### src/omc_pkg.sv
// constants, address map and state codes for the optical module management block
package omc_pkg;
  // monitored channels: 0 temperature, 1 laser bias, 2 tx power, 3 rx power, 4 supply
  localparam int OMC_CHANNELS = 5;
  localparam int OMC_VALUE_W = 16;
  localparam int OMC_FLAG_GROUPS = 4;
  // serial slave address
  localparam logic [6:0] OMC_DEV_ADDR = 7'h50;
  // byte address map
  localparam logic [7:0] OMC_ADDR_MON_BASE = 8'h00;
  localparam logic [7:0] OMC_ADDR_ALARM_HI = 8'h0A;
  localparam logic [7:0] OMC_ADDR_ALARM_LO = 8'h0B;
  localparam logic [7:0] OMC_ADDR_WARN_HI = 8'h0C;
  localparam logic [7:0] OMC_ADDR_WARN_LO = 8'h0D;
  localparam logic [7:0] OMC_ADDR_STATUS = 8'h0E;
  localparam logic [7:0] OMC_ADDR_USER_BASE = 8'h80;
  localparam int OMC_RAM_AW = 7;
  localparam int OMC_BYTE_W = 8;
  // flag group index inside the latched flag array
  localparam int OMC_FG_ALARM_HI = 0;
  localparam int OMC_FG_ALARM_LO = 1;
  localparam int OMC_FG_WARN_HI = 2;
  localparam int OMC_FG_WARN_LO = 3;
  // factory limits per channel, unsigned codes
  localparam logic [15:0] OMC_ALARM_HI_LIM [OMC_CHANNELS] =
    '{16'hE000, 16'hD000, 16'hD000, 16'hD000, 16'hE800};
  localparam logic [15:0] OMC_WARN_HI_LIM [OMC_CHANNELS] =
    '{16'hC000, 16'hB000, 16'hB000, 16'hB000, 16'hD800};
  localparam logic [15:0] OMC_WARN_LO_LIM [OMC_CHANNELS] =
    '{16'h2000, 16'h1000, 16'h1000, 16'h1000, 16'h9000};
  localparam logic [15:0] OMC_ALARM_LO_LIM [OMC_CHANNELS] =
    '{16'h1000, 16'h0800, 16'h0800, 16'h0800, 16'h8000};
  // status byte fields
  localparam int OMC_ST_PDOWN = 0;
  localparam int OMC_ST_TXOFF = 1;
  localparam int OMC_ST_LOS = 2;
  localparam int OMC_ST_INT = 3;
  localparam int OMC_ST_NR = 4;
  // synchroniser lanes
  localparam int OMC_SY_SCL = 0;
  localparam int OMC_SY_SDA = 1;
  localparam int OMC_SY_DESEL = 2;
  localparam int OMC_SY_TXOFF = 3;
  localparam int OMC_SY_PDOWN = 4;
  localparam int OMC_SY_LOS = 5;
  localparam int OMC_SYNC_W = 6;
  localparam logic [OMC_SYNC_W-1:0] OMC_SYNC_RESET = 6'h07;
  // cycles of not-ready after any reset
  localparam int OMC_READY_CYCLES = 16;
  // laser switching limit in ms, clock in kHz
  localparam int OMC_LASER_SWITCH_MS = 100;
  localparam int OMC_CLK_KHZ = 20000;
  localparam int OMC_LASER_LIMIT_CYCLES = OMC_LASER_SWITCH_MS * OMC_CLK_KHZ;

  typedef enum logic [8:0] {
    OMC_IDLE      = 9'h001,
    OMC_DEVADDR   = 9'h002,
    OMC_ACK_DEV   = 9'h004,
    OMC_WORD      = 9'h008,
    OMC_ACK_WORD  = 9'h010,
    OMC_WDATA     = 9'h020,
    OMC_ACK_WDATA = 9'h040,
    OMC_RDATA     = 9'h080,
    OMC_RACK      = 9'h100
  } omc_state_t;
endpackage

### src/omc_ram.sv
// user byte memory with registered read data
`timescale 1ns/1ns
`default_nettype none
module omc_ram #(
  parameter int AW = 7,
  parameter int DW = 8
) (
  input wire logic clk,
  input wire logic resetn,
  input wire logic wr_en,
  input wire logic [AW-1:0] wr_addr,
  input wire logic [DW-1:0] wr_data,
  input wire logic [AW-1:0] rd_addr,
  output logic [DW-1:0] rd_data
);
  logic [DW-1:0] mem [2**AW];

  always_ff @(posedge clk) begin
    if (wr_en) begin
      mem[wr_addr] <= wr_data;
    end
  end

  always_ff @(posedge clk or negedge resetn) begin
    if (!resetn) begin
      rd_data <= '0;
    end else begin
      rd_data <= mem[rd_addr];
    end
  end
endmodule // omc_ram
`default_nettype wire

### src/omc_sync.sv
// two-flop synchroniser for a group of asynchronous pins
`timescale 1ns/1ns
`default_nettype none
module omc_sync #(
  parameter int W = 1,
  parameter logic [W-1:0] RST = '0
) (
  input wire logic clk,
  input wire logic resetn,
  input wire logic [W-1:0] d,
  output logic [W-1:0] q
);
  logic [W-1:0] meta;

  always_ff @(posedge clk or negedge resetn) begin
    if (!resetn) begin
      meta <= RST;
      q <= RST;
    end else begin
      meta <= d;
      q <= meta;
    end
  end
endmodule // omc_sync
`default_nettype wire

### src/omc_top.sv
// management and control logic of a pluggable optical module
`timescale 1ns/1ns
`default_nettype none
// Functional notes
// - serial commands answered only while deselect low
// - active-low interrupt, cause readable over serial
// - laser off while disable input asserted
// - power-down high holds low-power stand-by
// - power-down falling edge starts module reset
// - that reset equals power cycle, serial included
// - absence output always driven low
// - receiver loss-of-signal status output provided
// - sample SDA on rising SCL, unprotected only
// - drive SDA changes on falling SCL
// - memory is individually addressed 8-bit words
// - random and sequential access from 000h
// - temperature, bias, powers, supply readable
// - alarm/warning flags when outside factory range
// - loss-of-signal: 0 normal, 1 no signal
// - laser on/off within 100 ms
module omc_top
  import omc_pkg::*;
#(
  parameter int READY_CYCLES = omc_pkg::OMC_READY_CYCLES,
  parameter logic [6:0] DEV_ADDR = omc_pkg::OMC_DEV_ADDR
) (
  input wire logic clk,
  input wire logic resetn,
  input wire logic scl,
  input wire logic sda_in,
  output logic sda_out,
  output logic sda_oe,
  input wire logic deselect,
  input wire logic laser_off_request,
  input wire logic power_down,
  input wire logic rx_detect_lost,
  input wire logic [omc_pkg::OMC_VALUE_W-1:0] temp_value,
  input wire logic [omc_pkg::OMC_VALUE_W-1:0] bias_value,
  input wire logic [omc_pkg::OMC_VALUE_W-1:0] tx_power_value,
  input wire logic [omc_pkg::OMC_VALUE_W-1:0] rx_power_value,
  input wire logic [omc_pkg::OMC_VALUE_W-1:0] supply_value,
  output logic interrupt_n,
  output logic module_absent,
  output logic not_ready_flag,
  output logic rx_signal_lost,
  output logic laser_enable,
  output logic standby
);
  import omc_pkg::*;

  localparam int RCW = $clog2(READY_CYCLES + 1);

  logic [OMC_SYNC_W-1:0] pins_s;
  logic pd_prev;
  logic sys_rst_n;
  logic scl_prev;
  logic sda_prev;
  logic scl_s;
  logic sda_s;
  logic selected;
  logic scl_rise;
  logic scl_fall;
  logic start_ev;
  logic stop_ev;
  omc_state_t state;
  logic [3:0] bitcnt;
  logic [7:0] sh;
  logic [7:0] addr;
  logic rw;
  logic master_nack;
  logic [7:0] tx_byte;
  logic [7:0] rd_byte;
  logic [7:0] ram_q;
  logic ram_we;
  logic load_tx;
  logic [OMC_VALUE_W-1:0] mon [OMC_CHANNELS];
  logic [OMC_VALUE_W-1:0] mon_in [OMC_CHANNELS];
  logic [OMC_CHANNELS-1:0] live [OMC_FLAG_GROUPS];
  logic [OMC_CHANNELS-1:0] flag_lat [OMC_FLAG_GROUPS];
  logic [OMC_FLAG_GROUPS-1:0] flag_clr;
  logic any_flag;
  logic mon_ok;
  logic [RCW-1:0] ready_cnt;

  omc_sync #(
    .W(OMC_SYNC_W),
    .RST(OMC_SYNC_RESET)
  ) u_sync (
    .clk(clk),
    .resetn(resetn),
    .d({rx_detect_lost, power_down, laser_off_request, deselect, sda_in, scl}),
    .q(pins_s)
  );

  // power-down edge detector lives on the pin reset so it can drive the module reset
  always_ff @(posedge clk or negedge resetn) begin
    if (!resetn) begin
      pd_prev <= 1'b0;
      sys_rst_n <= 1'b0;
    end else begin
      pd_prev <= pins_s[OMC_SY_PDOWN];
      // registered so the internal reset never glitches
      sys_rst_n <= ~(pd_prev & ~pins_s[OMC_SY_PDOWN]);
    end
  end

  assign scl_s = pins_s[OMC_SY_SCL];
  assign sda_s = pins_s[OMC_SY_SDA];
  assign selected = ~pins_s[OMC_SY_DESEL];
  assign scl_rise = scl_s & ~scl_prev;
  assign scl_fall = ~scl_s & scl_prev;
  assign start_ev = selected & scl_s & scl_prev & sda_prev & ~sda_s;
  assign stop_ev = selected & scl_s & scl_prev & ~sda_prev & sda_s;

  always_ff @(posedge clk or negedge sys_rst_n) begin
    if (!sys_rst_n) begin
      scl_prev <= 1'b1;
      sda_prev <= 1'b1;
    end else begin
      scl_prev <= scl_s;
      sda_prev <= sda_s;
    end
  end

  // monitored values, frozen in stand-by
  assign mon_in[0] = temp_value;
  assign mon_in[1] = bias_value;
  assign mon_in[2] = tx_power_value;
  assign mon_in[3] = rx_power_value;
  assign mon_in[4] = supply_value;

  generate
    for (genvar ch = 0; ch < OMC_CHANNELS; ch++) begin : g_chan
      always_ff @(posedge clk or negedge sys_rst_n) begin
        if (!sys_rst_n) begin
          mon[ch] <= '0;
        end else if (!pins_s[OMC_SY_PDOWN]) begin
          mon[ch] <= mon_in[ch];
        end
      end
      assign live[OMC_FG_ALARM_HI][ch] = mon[ch] > OMC_ALARM_HI_LIM[ch];
      assign live[OMC_FG_ALARM_LO][ch] = mon[ch] < OMC_ALARM_LO_LIM[ch];
      assign live[OMC_FG_WARN_HI][ch] = mon[ch] > OMC_WARN_HI_LIM[ch];
      assign live[OMC_FG_WARN_LO][ch] = mon[ch] < OMC_WARN_LO_LIM[ch];
    end
  endgenerate

  // latched flags clear when their byte is read; a new event in that cycle wins
  generate
    for (genvar g = 0; g < OMC_FLAG_GROUPS; g++) begin : g_flag
      assign flag_clr[g] = load_tx & (addr == OMC_ADDR_ALARM_HI + 8'(g));
      always_ff @(posedge clk or negedge sys_rst_n) begin
        if (!sys_rst_n) begin
          flag_lat[g] <= '0;
        end else begin
          flag_lat[g] <= (live[g] & {OMC_CHANNELS{mon_ok}}) |
                         (flag_lat[g] & ~{OMC_CHANNELS{flag_clr[g]}});
        end
      end
    end
  endgenerate

  assign any_flag = (|flag_lat[0]) | (|flag_lat[1]) | (|flag_lat[2]) | (|flag_lat[3]);

  // read data for the current address
  always_comb begin
    rd_byte = 8'h00;
    if (addr[7]) begin
      rd_byte = ram_q;
    end else if (addr < OMC_ADDR_ALARM_HI) begin
      rd_byte = addr[0] ? mon[addr[3:1]][7:0] : mon[addr[3:1]][15:8];
    end else if (addr == OMC_ADDR_ALARM_HI) begin
      rd_byte = {3'h0, flag_lat[OMC_FG_ALARM_HI]};
    end else if (addr == OMC_ADDR_ALARM_LO) begin
      rd_byte = {3'h0, flag_lat[OMC_FG_ALARM_LO]};
    end else if (addr == OMC_ADDR_WARN_HI) begin
      rd_byte = {3'h0, flag_lat[OMC_FG_WARN_HI]};
    end else if (addr == OMC_ADDR_WARN_LO) begin
      rd_byte = {3'h0, flag_lat[OMC_FG_WARN_LO]};
    end else if (addr == OMC_ADDR_STATUS) begin
      rd_byte[OMC_ST_PDOWN] = pins_s[OMC_SY_PDOWN];
      rd_byte[OMC_ST_TXOFF] = pins_s[OMC_SY_TXOFF];
      rd_byte[OMC_ST_LOS] = pins_s[OMC_SY_LOS];
      rd_byte[OMC_ST_INT] = ~interrupt_n;
      rd_byte[OMC_ST_NR] = not_ready_flag;
    end
  end

  assign load_tx = selected & ~start_ev & ~stop_ev & ~scl_rise & scl_fall &
                   (((state == OMC_ACK_DEV) & rw) | ((state == OMC_RACK) & ~master_nack));
  // only the user area takes data; lower bytes stay read-only
  assign ram_we = selected & ~start_ev & ~stop_ev & scl_fall & (state == OMC_WDATA) &
                  (bitcnt == 4'd8) & addr[7];

  omc_ram #(
    .AW(OMC_RAM_AW),
    .DW(OMC_BYTE_W)
  ) u_ram (
    .clk(clk),
    .resetn(sys_rst_n),
    .wr_en(ram_we),
    .wr_addr(addr[6:0]),
    .wr_data(sh),
    .rd_addr(addr[6:0]),
    .rd_data(ram_q)
  );

  // serial slave
  always_ff @(posedge clk or negedge sys_rst_n) begin
    if (!sys_rst_n) begin
      state <= OMC_IDLE;
      bitcnt <= 4'h0;
      sh <= 8'h00;
      addr <= 8'h00;
      rw <= 1'b0;
      master_nack <= 1'b0;
      tx_byte <= 8'h00;
      sda_oe <= 1'b0;
    end else if (!selected) begin
      state <= OMC_IDLE;
      sda_oe <= 1'b0;
    end else if (start_ev) begin
      state <= OMC_DEVADDR;
      bitcnt <= 4'h0;
      sda_oe <= 1'b0;
    end else if (stop_ev) begin
      state <= OMC_IDLE;
      sda_oe <= 1'b0;
    end else if (scl_rise) begin
      if (state inside {OMC_DEVADDR, OMC_WORD, OMC_WDATA}) begin
        sh <= {sh[6:0], sda_s};
        bitcnt <= bitcnt + 4'd1;
      end
      if (state == OMC_RACK) begin
        master_nack <= sda_s;
      end
    end else if (scl_fall) begin
      unique case (state)
        OMC_IDLE: begin
          sda_oe <= 1'b0;
        end
        OMC_DEVADDR: begin
          if (bitcnt == 4'd8) begin
            if (sh[7:1] == DEV_ADDR) begin
              rw <= sh[0];
              sda_oe <= 1'b1;
              state <= OMC_ACK_DEV;
            end else begin
              state <= OMC_IDLE;
            end
          end
        end
        OMC_ACK_DEV: begin
          bitcnt <= 4'h0;
          if (rw) begin
            tx_byte <= rd_byte;
            sda_oe <= ~rd_byte[7];
            bitcnt <= 4'd1;
            state <= OMC_RDATA;
          end else begin
            sda_oe <= 1'b0;
            state <= OMC_WORD;
          end
        end
        OMC_WORD: begin
          if (bitcnt == 4'd8) begin
            addr <= sh;
            sda_oe <= 1'b1;
            state <= OMC_ACK_WORD;
          end
        end
        OMC_ACK_WORD: begin
          sda_oe <= 1'b0;
          bitcnt <= 4'h0;
          state <= OMC_WDATA;
        end
        OMC_WDATA: begin
          if (bitcnt == 4'd8) begin
            // protected bytes are still acknowledged
            addr <= addr + 8'd1;
            sda_oe <= 1'b1;
            state <= OMC_ACK_WDATA;
          end
        end
        OMC_ACK_WDATA: begin
          sda_oe <= 1'b0;
          bitcnt <= 4'h0;
          state <= OMC_WDATA;
        end
        OMC_RDATA: begin
          if (bitcnt == 4'd8) begin
            sda_oe <= 1'b0;
            addr <= addr + 8'd1;
            state <= OMC_RACK;
          end else begin
            sda_oe <= ~tx_byte[3'(4'd7 - bitcnt)];
            bitcnt <= bitcnt + 4'd1;
          end
        end
        OMC_RACK: begin
          if (master_nack) begin
            sda_oe <= 1'b0;
            state <= OMC_IDLE;
          end else begin
            tx_byte <= rd_byte;
            sda_oe <= ~rd_byte[7];
            bitcnt <= 4'd1;
            state <= OMC_RDATA;
          end
        end
      endcase
    end
  end

  // not-ready holds for a short settle after every reset and through stand-by
  always_ff @(posedge clk or negedge sys_rst_n) begin
    if (!sys_rst_n) begin
      ready_cnt <= '0;
      not_ready_flag <= 1'b1;
      mon_ok <= 1'b0;
    end else begin
      // zeroed monitors after reset would otherwise latch false low flags
      mon_ok <= mon_ok | ~pins_s[OMC_SY_PDOWN];
      if (ready_cnt != RCW'(READY_CYCLES)) begin
        ready_cnt <= ready_cnt + RCW'(1);
      end
      not_ready_flag <= (ready_cnt != RCW'(READY_CYCLES)) | pins_s[OMC_SY_PDOWN];
    end
  end

  // pin outputs; laser reacts in cycles, far inside the switching limit
  always_ff @(posedge clk or negedge sys_rst_n) begin
    if (!sys_rst_n) begin
      laser_enable <= 1'b0;
      standby <= 1'b0;
      rx_signal_lost <= 1'b1;
      interrupt_n <= 1'b1;
      module_absent <= 1'b0;
      sda_out <= 1'b0;
    end else begin
      laser_enable <= ~pins_s[OMC_SY_TXOFF] & ~pins_s[OMC_SY_PDOWN];
      standby <= pins_s[OMC_SY_PDOWN];
      rx_signal_lost <= pins_s[OMC_SY_LOS];
      interrupt_n <= ~(any_flag | pins_s[OMC_SY_LOS]);
      module_absent <= 1'b0;
      sda_out <= 1'b0;
    end
  end
endmodule // omc_top
`default_nettype wire

### config.mk
export PLATFORM = sky130hd
export DESIGN_NAME = omc_top
export DESIGN_NICKNAME = d
export VERILOG_FILES = /design/src/omc_pkg.sv /design/src/omc_ram.sv /design/src/omc_sync.sv /design/src/omc_top.sv
export SDC_FILE = /design/constraint.sdc
export NUM_CORES = 1
export LEC_CHECK = 0
export BUFFER_PORTS_ARGS = -buffer_cell sky130_fd_sc_hd__buf_2
export CORE_UTILIZATION = 24
export DETAILED_ROUTE_END_ITERATION = 16
export PLACE_DENSITY_LB_ADDON = 0.12
export SETUP_SLACK_MARGIN = 0.2
export SYNTH_ARGS = -nofsm -noshare
export SYNTH_HDL_FRONTEND = slang
export SYNTH_HIERARCHICAL = 1
export SYNTH_SLANG_ARGS = --single-unit
### constraint.sdc
create_clock -name clk -period 6.05 [get_ports clk]
set_clock_uncertainty 0.15 [all_clocks]
set_input_delay 1.21 -clock clk [delete_from_list [all_inputs] [get_ports clk]]
set_output_delay 1.21 -clock clk [all_outputs]
set_load 0.005 [all_outputs]
==> run_results.csv, run 1 <==
group,metric,value,unit
floorplan,die_y,450,µm
yosys,synth_top_area_cell,"edfxtp_1",
detailed_routing,post_drt_via_cell_ratio,4.52,
clock_network,clk_path_buf_depth,3,
clock_network,post-cts-setup-buffer-count,0,
yosys,ys_seq_area_share,72.8,%
global_route,grt_max_degree,123,
clock_network,hold_buffers,0,
timing,tns,0,ps
detailed_routing,first_pass_iters,6,
pwr,p_leak,17.4,nW
yosys,synth_area_leaders,"edfxtp_1 64%, mux4_2 16%, dfrtp_1 8.5%, mux2_2 2.3%, nor2_1 1.1%",
floorplan,initial_core_util,24.2,%
clock_network,clkLatencyLatePin,790,ps
finish,drive_above_1_share,32.6,%
setup_path,start_kind,"flip-flop",
timing,worst_slack,1750,ps
setup_path,crit_type,"reg -> reg",
status,status,"complete, no violations",
yosys,ys_seq_elements,1199,
timing,finalCritPeriodShare,71.2,%
timing,period_needed,4300,ps
floorplan,die_width,450,µm
yosys,synth-edff-count,1024,
clock_network,clock_sinks,1199,
clock_network,cts_resized,0,
clock_network,htreeDepth,4,
run,maxCapViolations,0,
yosys,synthCells,2361,
global_route,grt_pass1_vias,25300,
finish,nets,2626,
global_route,overflow,0,
pwr,peakVddDrop,0.237,mV
place,dp_hpwl,86.7,mm
timing,hold_viol_final,0,
finish,final_common_cell,"edfxtp_1",
yosys,yosys_most_used_dff,"edfxtp_1",
pwr,power.density,315,mW/mm²
timing,fmax,0.232,GHz
timing,whs,177,ps
finish,layout_common_cells,"1024 x edfxtp_1, 351 x mux4_2, 148 x dfrtp_1, 147 x nor2_1, 142 x clkbuf_16",
hold_path,hold_path.class,"in -> async",
global_route,grt_pass1_wl,197,mm
timing,rsz0062_at_grt,"false",
yosys,synth.distinct_cells,82,
timing,slew_headroom,12.3,%
detailed_routing,postRouteAntennaNets,0,
floorplan,ios,96,
yosys,yosysWarnings,6,
clock_network,clock-root-buffer,"clkbuf_16",
timing,worst_slew_pin_slew,1310,ps
place,io_buffers,93,
setup_path,cp-end-kind,"flip-flop",
detailed_routing,avgRoutedWirePerCell,26.0,µm
setup_path,arrival,4540,ps
yosys,yosysTopAreaCellShare,63.7,%
timing,slew_violations,0,
place,pre_cts_slack,1650,ps
clock_network,numCtsBuffers,141,
floorplan,die_area,0.203,mm²
finish,syn2layout_area_growth,17.4,%
timing,finalSetupViolations,0,
detailed_routing,routed_wl,138,mm
global_route,antenna_found_initial,8,
setup_path,critPathRequiredTime,6290,ps
clock_network,clk_transition_reported_paths,60,ps
yosys,async_flop_share,14.6,%
detailed_routing,vias,24000,
floorplan,row_count,164,
global_route,grtUsageTotal,13.6,%
detailed_routing,drc_errors,0,
floorplan,core-area,0.200,mm²
yosys,avgSynthCellArea,20.4,µm²
place,gp_congestion,0.794,
setup_path,cp_max_fo,8,
yosys,syn_area,0.0482,mm²
detailed_routing,drtIter0Drc,1683,
clock_network,cts_tree,"done",
## layout make-up
cell class              instances  area, µm²
clock buffers                 179       3760
diodes                          2       5.00
flip-flops and latches       1199      35200
clock inverters                79        938
inverters                      23       86.3
fillers                     19600     143000
repair buffers                154       1010
multi-input cells            1009      12300
well taps                    2656       3320
## synthesized netlist by cell type (7+ instances only)
library cell	count
edfxtp_1	1024
mux4_2	351
dfrtp_1	163
nor2_1	147
mux2_2	98
clkbuf_1	61
nand2_1	59
o21ai_0	42
nand3_1	29
buf_1	24
a21oi_1	23
inv_1	23
nor4_1	23
buf_4	20
nor3_1	20
mux2i_1	18
buf_2	17
nand2b_1	14
dfstp_2	12
o2bb2ai_1	12
o21ai_1	11
and3b_1	10
ha_1	10
nand4_1	10
a31oi_1	8
nor2b_1	8
o22ai_1	8
a32o_1	7
xor2_1	7
## worst max-delay path: stages, from the launching register on
cell and delay, ps:
dfstp_2 580, xor2_1 100, a31oi_1 560, nand4_1 250
nor3_1 360, buf_4 260, nor2b_1 270, nand2_1 290
nor2_1 1070
## worst paths after layout
kind / startpoint / slack [ps] / endpoint / depth (start not counted)
worst max register to register: u_sync/q[1] / 1750 / u_ram/mem[9][5] / 8
worst min-delay path: resetn / 180 / u_sync/q[4] / 1
max in group asynchronous: sys_rst_n / 4390 / mon[8] / 1
min in group clk: u_sync/meta[4] / 200 / u_sync/q[4] / 0
worst max-delay path: u_sync/q[1] / 1750 / u_ram/mem[9][5] / 8
worst min register to register: sys_rst_n / 190 / bitcnt[0] / 0
## stage by stage
stage	total power, W	instance area [µm²]	util, %	cells
6_report	0.0178	56700	28.4	5301
3_3_place_gp	0.00942	52000	26.0	5041
3_5_place_dp	0.00942	52000	26.0	5041
5_1_grt	0.0184	56700	28.4	5301
2_1_floorplan	0.00930	48300	-	2362
4_1_cts	0.0181	56700	28.4	5299
## registers in the layout, indices dropped and copies added (netlist names), 4 cells and up
| name | count |
|---|---|
| flag_lat | 20 |
| ready_cnt | 5 |
| addr | 8 |
| u_ram/mem | 1024 |
| bitcnt | 4 |
| mon | 80 |
| u_ram/rd_data | 8 |
| u_sync/q | 6 |
| tx_byte | 8 |
| state | 9 |
| u_sync/meta | 6 |
| sh | 8 |
## cells by family (layout without fill, tap and decap cells)
logic type | Yosys count | after routing | synth area share, %
adders and majority gates | 10 | 10 | 0.259
buffers and inverters | 154 | 435 | 1.59
xor gates and xnor gates | 12 | 12 | 0.218
AOI/OAI and AO/OA | 152 | 152 | 2.14
other | 1 | 4 | 0.00777
DFF | 1199 | 1199 | 72.8
muxes | 468 | 468 | 19.1
and+or+nand+nor | 365 | 365 | 3.88
## routing by layer
layer	vias up	track usage [%]	part of all wire, %	wire length (µm)
met3	197	2.39	3.9	5360
li1	10100	-	-	-
met1	13100	18.5	45	62100
met2	567	22.1	49	67000
met4	8	3.85	2.2	3090
met5	-	0	0.040	55
## where the power goes
part	switching, W	total [W]	internal (W)
combinational	0.000108	0.000224	0.000116
sequential	0.0000943	0.00903	0.00893
clock	0.00353	0.00858	0.00506
total	0.00373	0.0178	0.0141
(Power assumes the default switching activity.)
==> run 2, diff against run 1 <==
- clock period: 6.05 -> 4.1 ns (I/O delays scaled with it)
==> run_results.csv, run 2 (synthesis gave the netlist of run 1 again) <==
group,metric,value,unit
setup_path,critPathRequiredTime,4400,ps
place,io_buffers,93,
global_route,grt_pass1_vias,26200,
clock_network,clock_sinks,1199,
hold_path,hold_path.class,"reg -> async",
clock_network,clkLatencyLatePin,780,ps
finish,layout_common_cells,"1024 x edfxtp_1, 351 x mux4_2, 184 x buf_4, 148 x dfrtp_1",
place,dpl_cell_area,0.0532,mm²
global_route,grt_max_degree,133,
timing,whs,25.1,ps
timing,period_needed,3800,ps
finish,nets,2778,
finish,reg.largest.list,"u_ram/mem (1024), mon (80), flag_lat (20)",
clock_network,htreeDepth,4,
setup_path,crit_type,"reg -> reg",
floorplan,ios,96,
place,dp_hpwl,88.0,mm
pwr,seqPwrFrac,49.5,%
finish,nFillCells,19500,
setup_path,cp-end-kind,"flip-flop",
global_route,grt_pass1_wl,197,mm
setup_path,cp_max_fo,9,
timing,tns,0,ps
finish,regMostFlops,"u_ram/mem",
pwr,peakVddDrop,0.328,mV
global_route,antenna_found_initial,6,
clock_network,numCtsBuffers,142,
pwr,power.density,462,mW/mm²
detailed_routing,first_pass_iters,5,
pwr,pwr-share-clk,49.2,%
detailed_routing,drc_errors,0,
setup_path,arrival,4090,ps
floorplan,die_area,0.203,mm²
status,status,"complete, no violations",
pwr,p_int,0.0215,W
run,maxCapViolations,0,
finish,postLayoutCoreUtil,29.2,%
floorplan,row_count,164,
timing,finalSetupViolations,0,
timing,slew_violations,0,
detailed_routing,vias,24200,
global_route,overflow,0,
finish,largest_reg_flops,1024,
clock_network,clk_path_buf_depth,3,
detailed_routing,drtIter0Drc,1757,
pwr,p_leak,18.4,nW
timing,slew_headroom,18.7,%
detailed_routing,avgRoutedWirePerCell,25.0,µm
timing,rsz0062_at_grt,"false",
place,gp_congestion,0.781,
timing,hold_viol_final,0,
pwr,combPwrFrac,1.3,%
clock_network,clk_transition_reported_paths,60,ps
clock_network,cts_tree,"done",
pwr,switching_share,20.2,%
timing,worst_slew_pin_slew,1210,ps
timing,finalCritPeriodShare,92.6,%
pwr,power_switching,0.00543,W
floorplan,die_width,450,µm
finish,final_common_cell,"edfxtp_1",
finish,final_cell_area,0.0582,mm²
timing,fmax,0.263,GHz
setup_path,start_kind,"flip-flop",
finish,drive_above_1_share,36.3,%
detailed_routing,postRouteAntennaNets,0,
global_route,grtUsageTotal,13.5,%
floorplan,core-area,0.200,mm²
floorplan,initial_core_util,24.2,%
detailed_routing,post_drt_via_cell_ratio,4.44,
pwr,power.total,0.0269,W
finish,syn2layout_area_growth,20.7,%
detailed_routing,routed_wl,137,mm
floorplan,die_y,450,µm
clock_network,clock-root-buffer,"clkbuf_16",
## run 2: metrics by stage
stage	setup WS (ps)	cells
final	304	5454
after global routing	251	5452
after CTS	232	5452
after detailed placement	258	5185
after global placement	253	5185
after floorplan	801	2362
## run 2: per-layer routing
metal  GRT usage (%)  vias up  part of all wire, %
li1                -    10400                    -
met1            17.8    13100                   44
met2            23.0      496                   50
met3            2.18      166                  3.5
met4            3.62        0                  2.0
met5               0        -                    0
## run 2: final timing paths
check,from,end,slack (ps),cells after the start
worst max-delay path,state[8],u_ram/mem[77][4],300,8
worst min-delay path,sys_rst_n,standby,30,0
worst max register to register,state[8],u_ram/mem[77][4],300,8
worst min register to register,sys_rst_n,standby,30,0
max in group asynchronous,sys_rst_n,mon[20],2960,1
min in group clk,rx_power_value[12],mon[28],130,2
## run 2: worst max-delay path, cell delays in order (launching register included)
cell and delay (ps):
dfrtp_1 490, or4_4 620, nor2_2 190, nand4_1 180, nor3_2 410, buf_4 250, nand3_1 410, nor3_1 430
buf_4 310
## run 2: what timing repair did
item	in CTS	in global routing
gates resized for setup	0	2
endpoints found under the hold margin	14	0
endpoints found under the setup margin	0	221
setup buffers	0	0
hold buffers	7	0
## run 2: power groups by stage
stage	sequential, W	clock [W]	combinational, W
final	0.0133	0.0132	0.000347
after global placement	0.0136	0	0.000344
after floorplan	0.0135	0	0.000202
after detailed placement	0.0136	0	0.000348
after global routing	0.0133	0.0141	0.000381
after CTS	0.0133	0.0137	0.000356
## run 2: layout make-up
class,instances,area [µm²],share of cell area [%]
multi-input combinational,1009,12400,21.2
inverter,23,86.3,0.148
clock inverter,88,1120,1.93
timing repair buffer,305,2340,4.01
antenna,2,5.00,0.00859
clock buffer,172,3810,6.55
tap,2656,3320,5.71
sequential,1199,35200,60.4
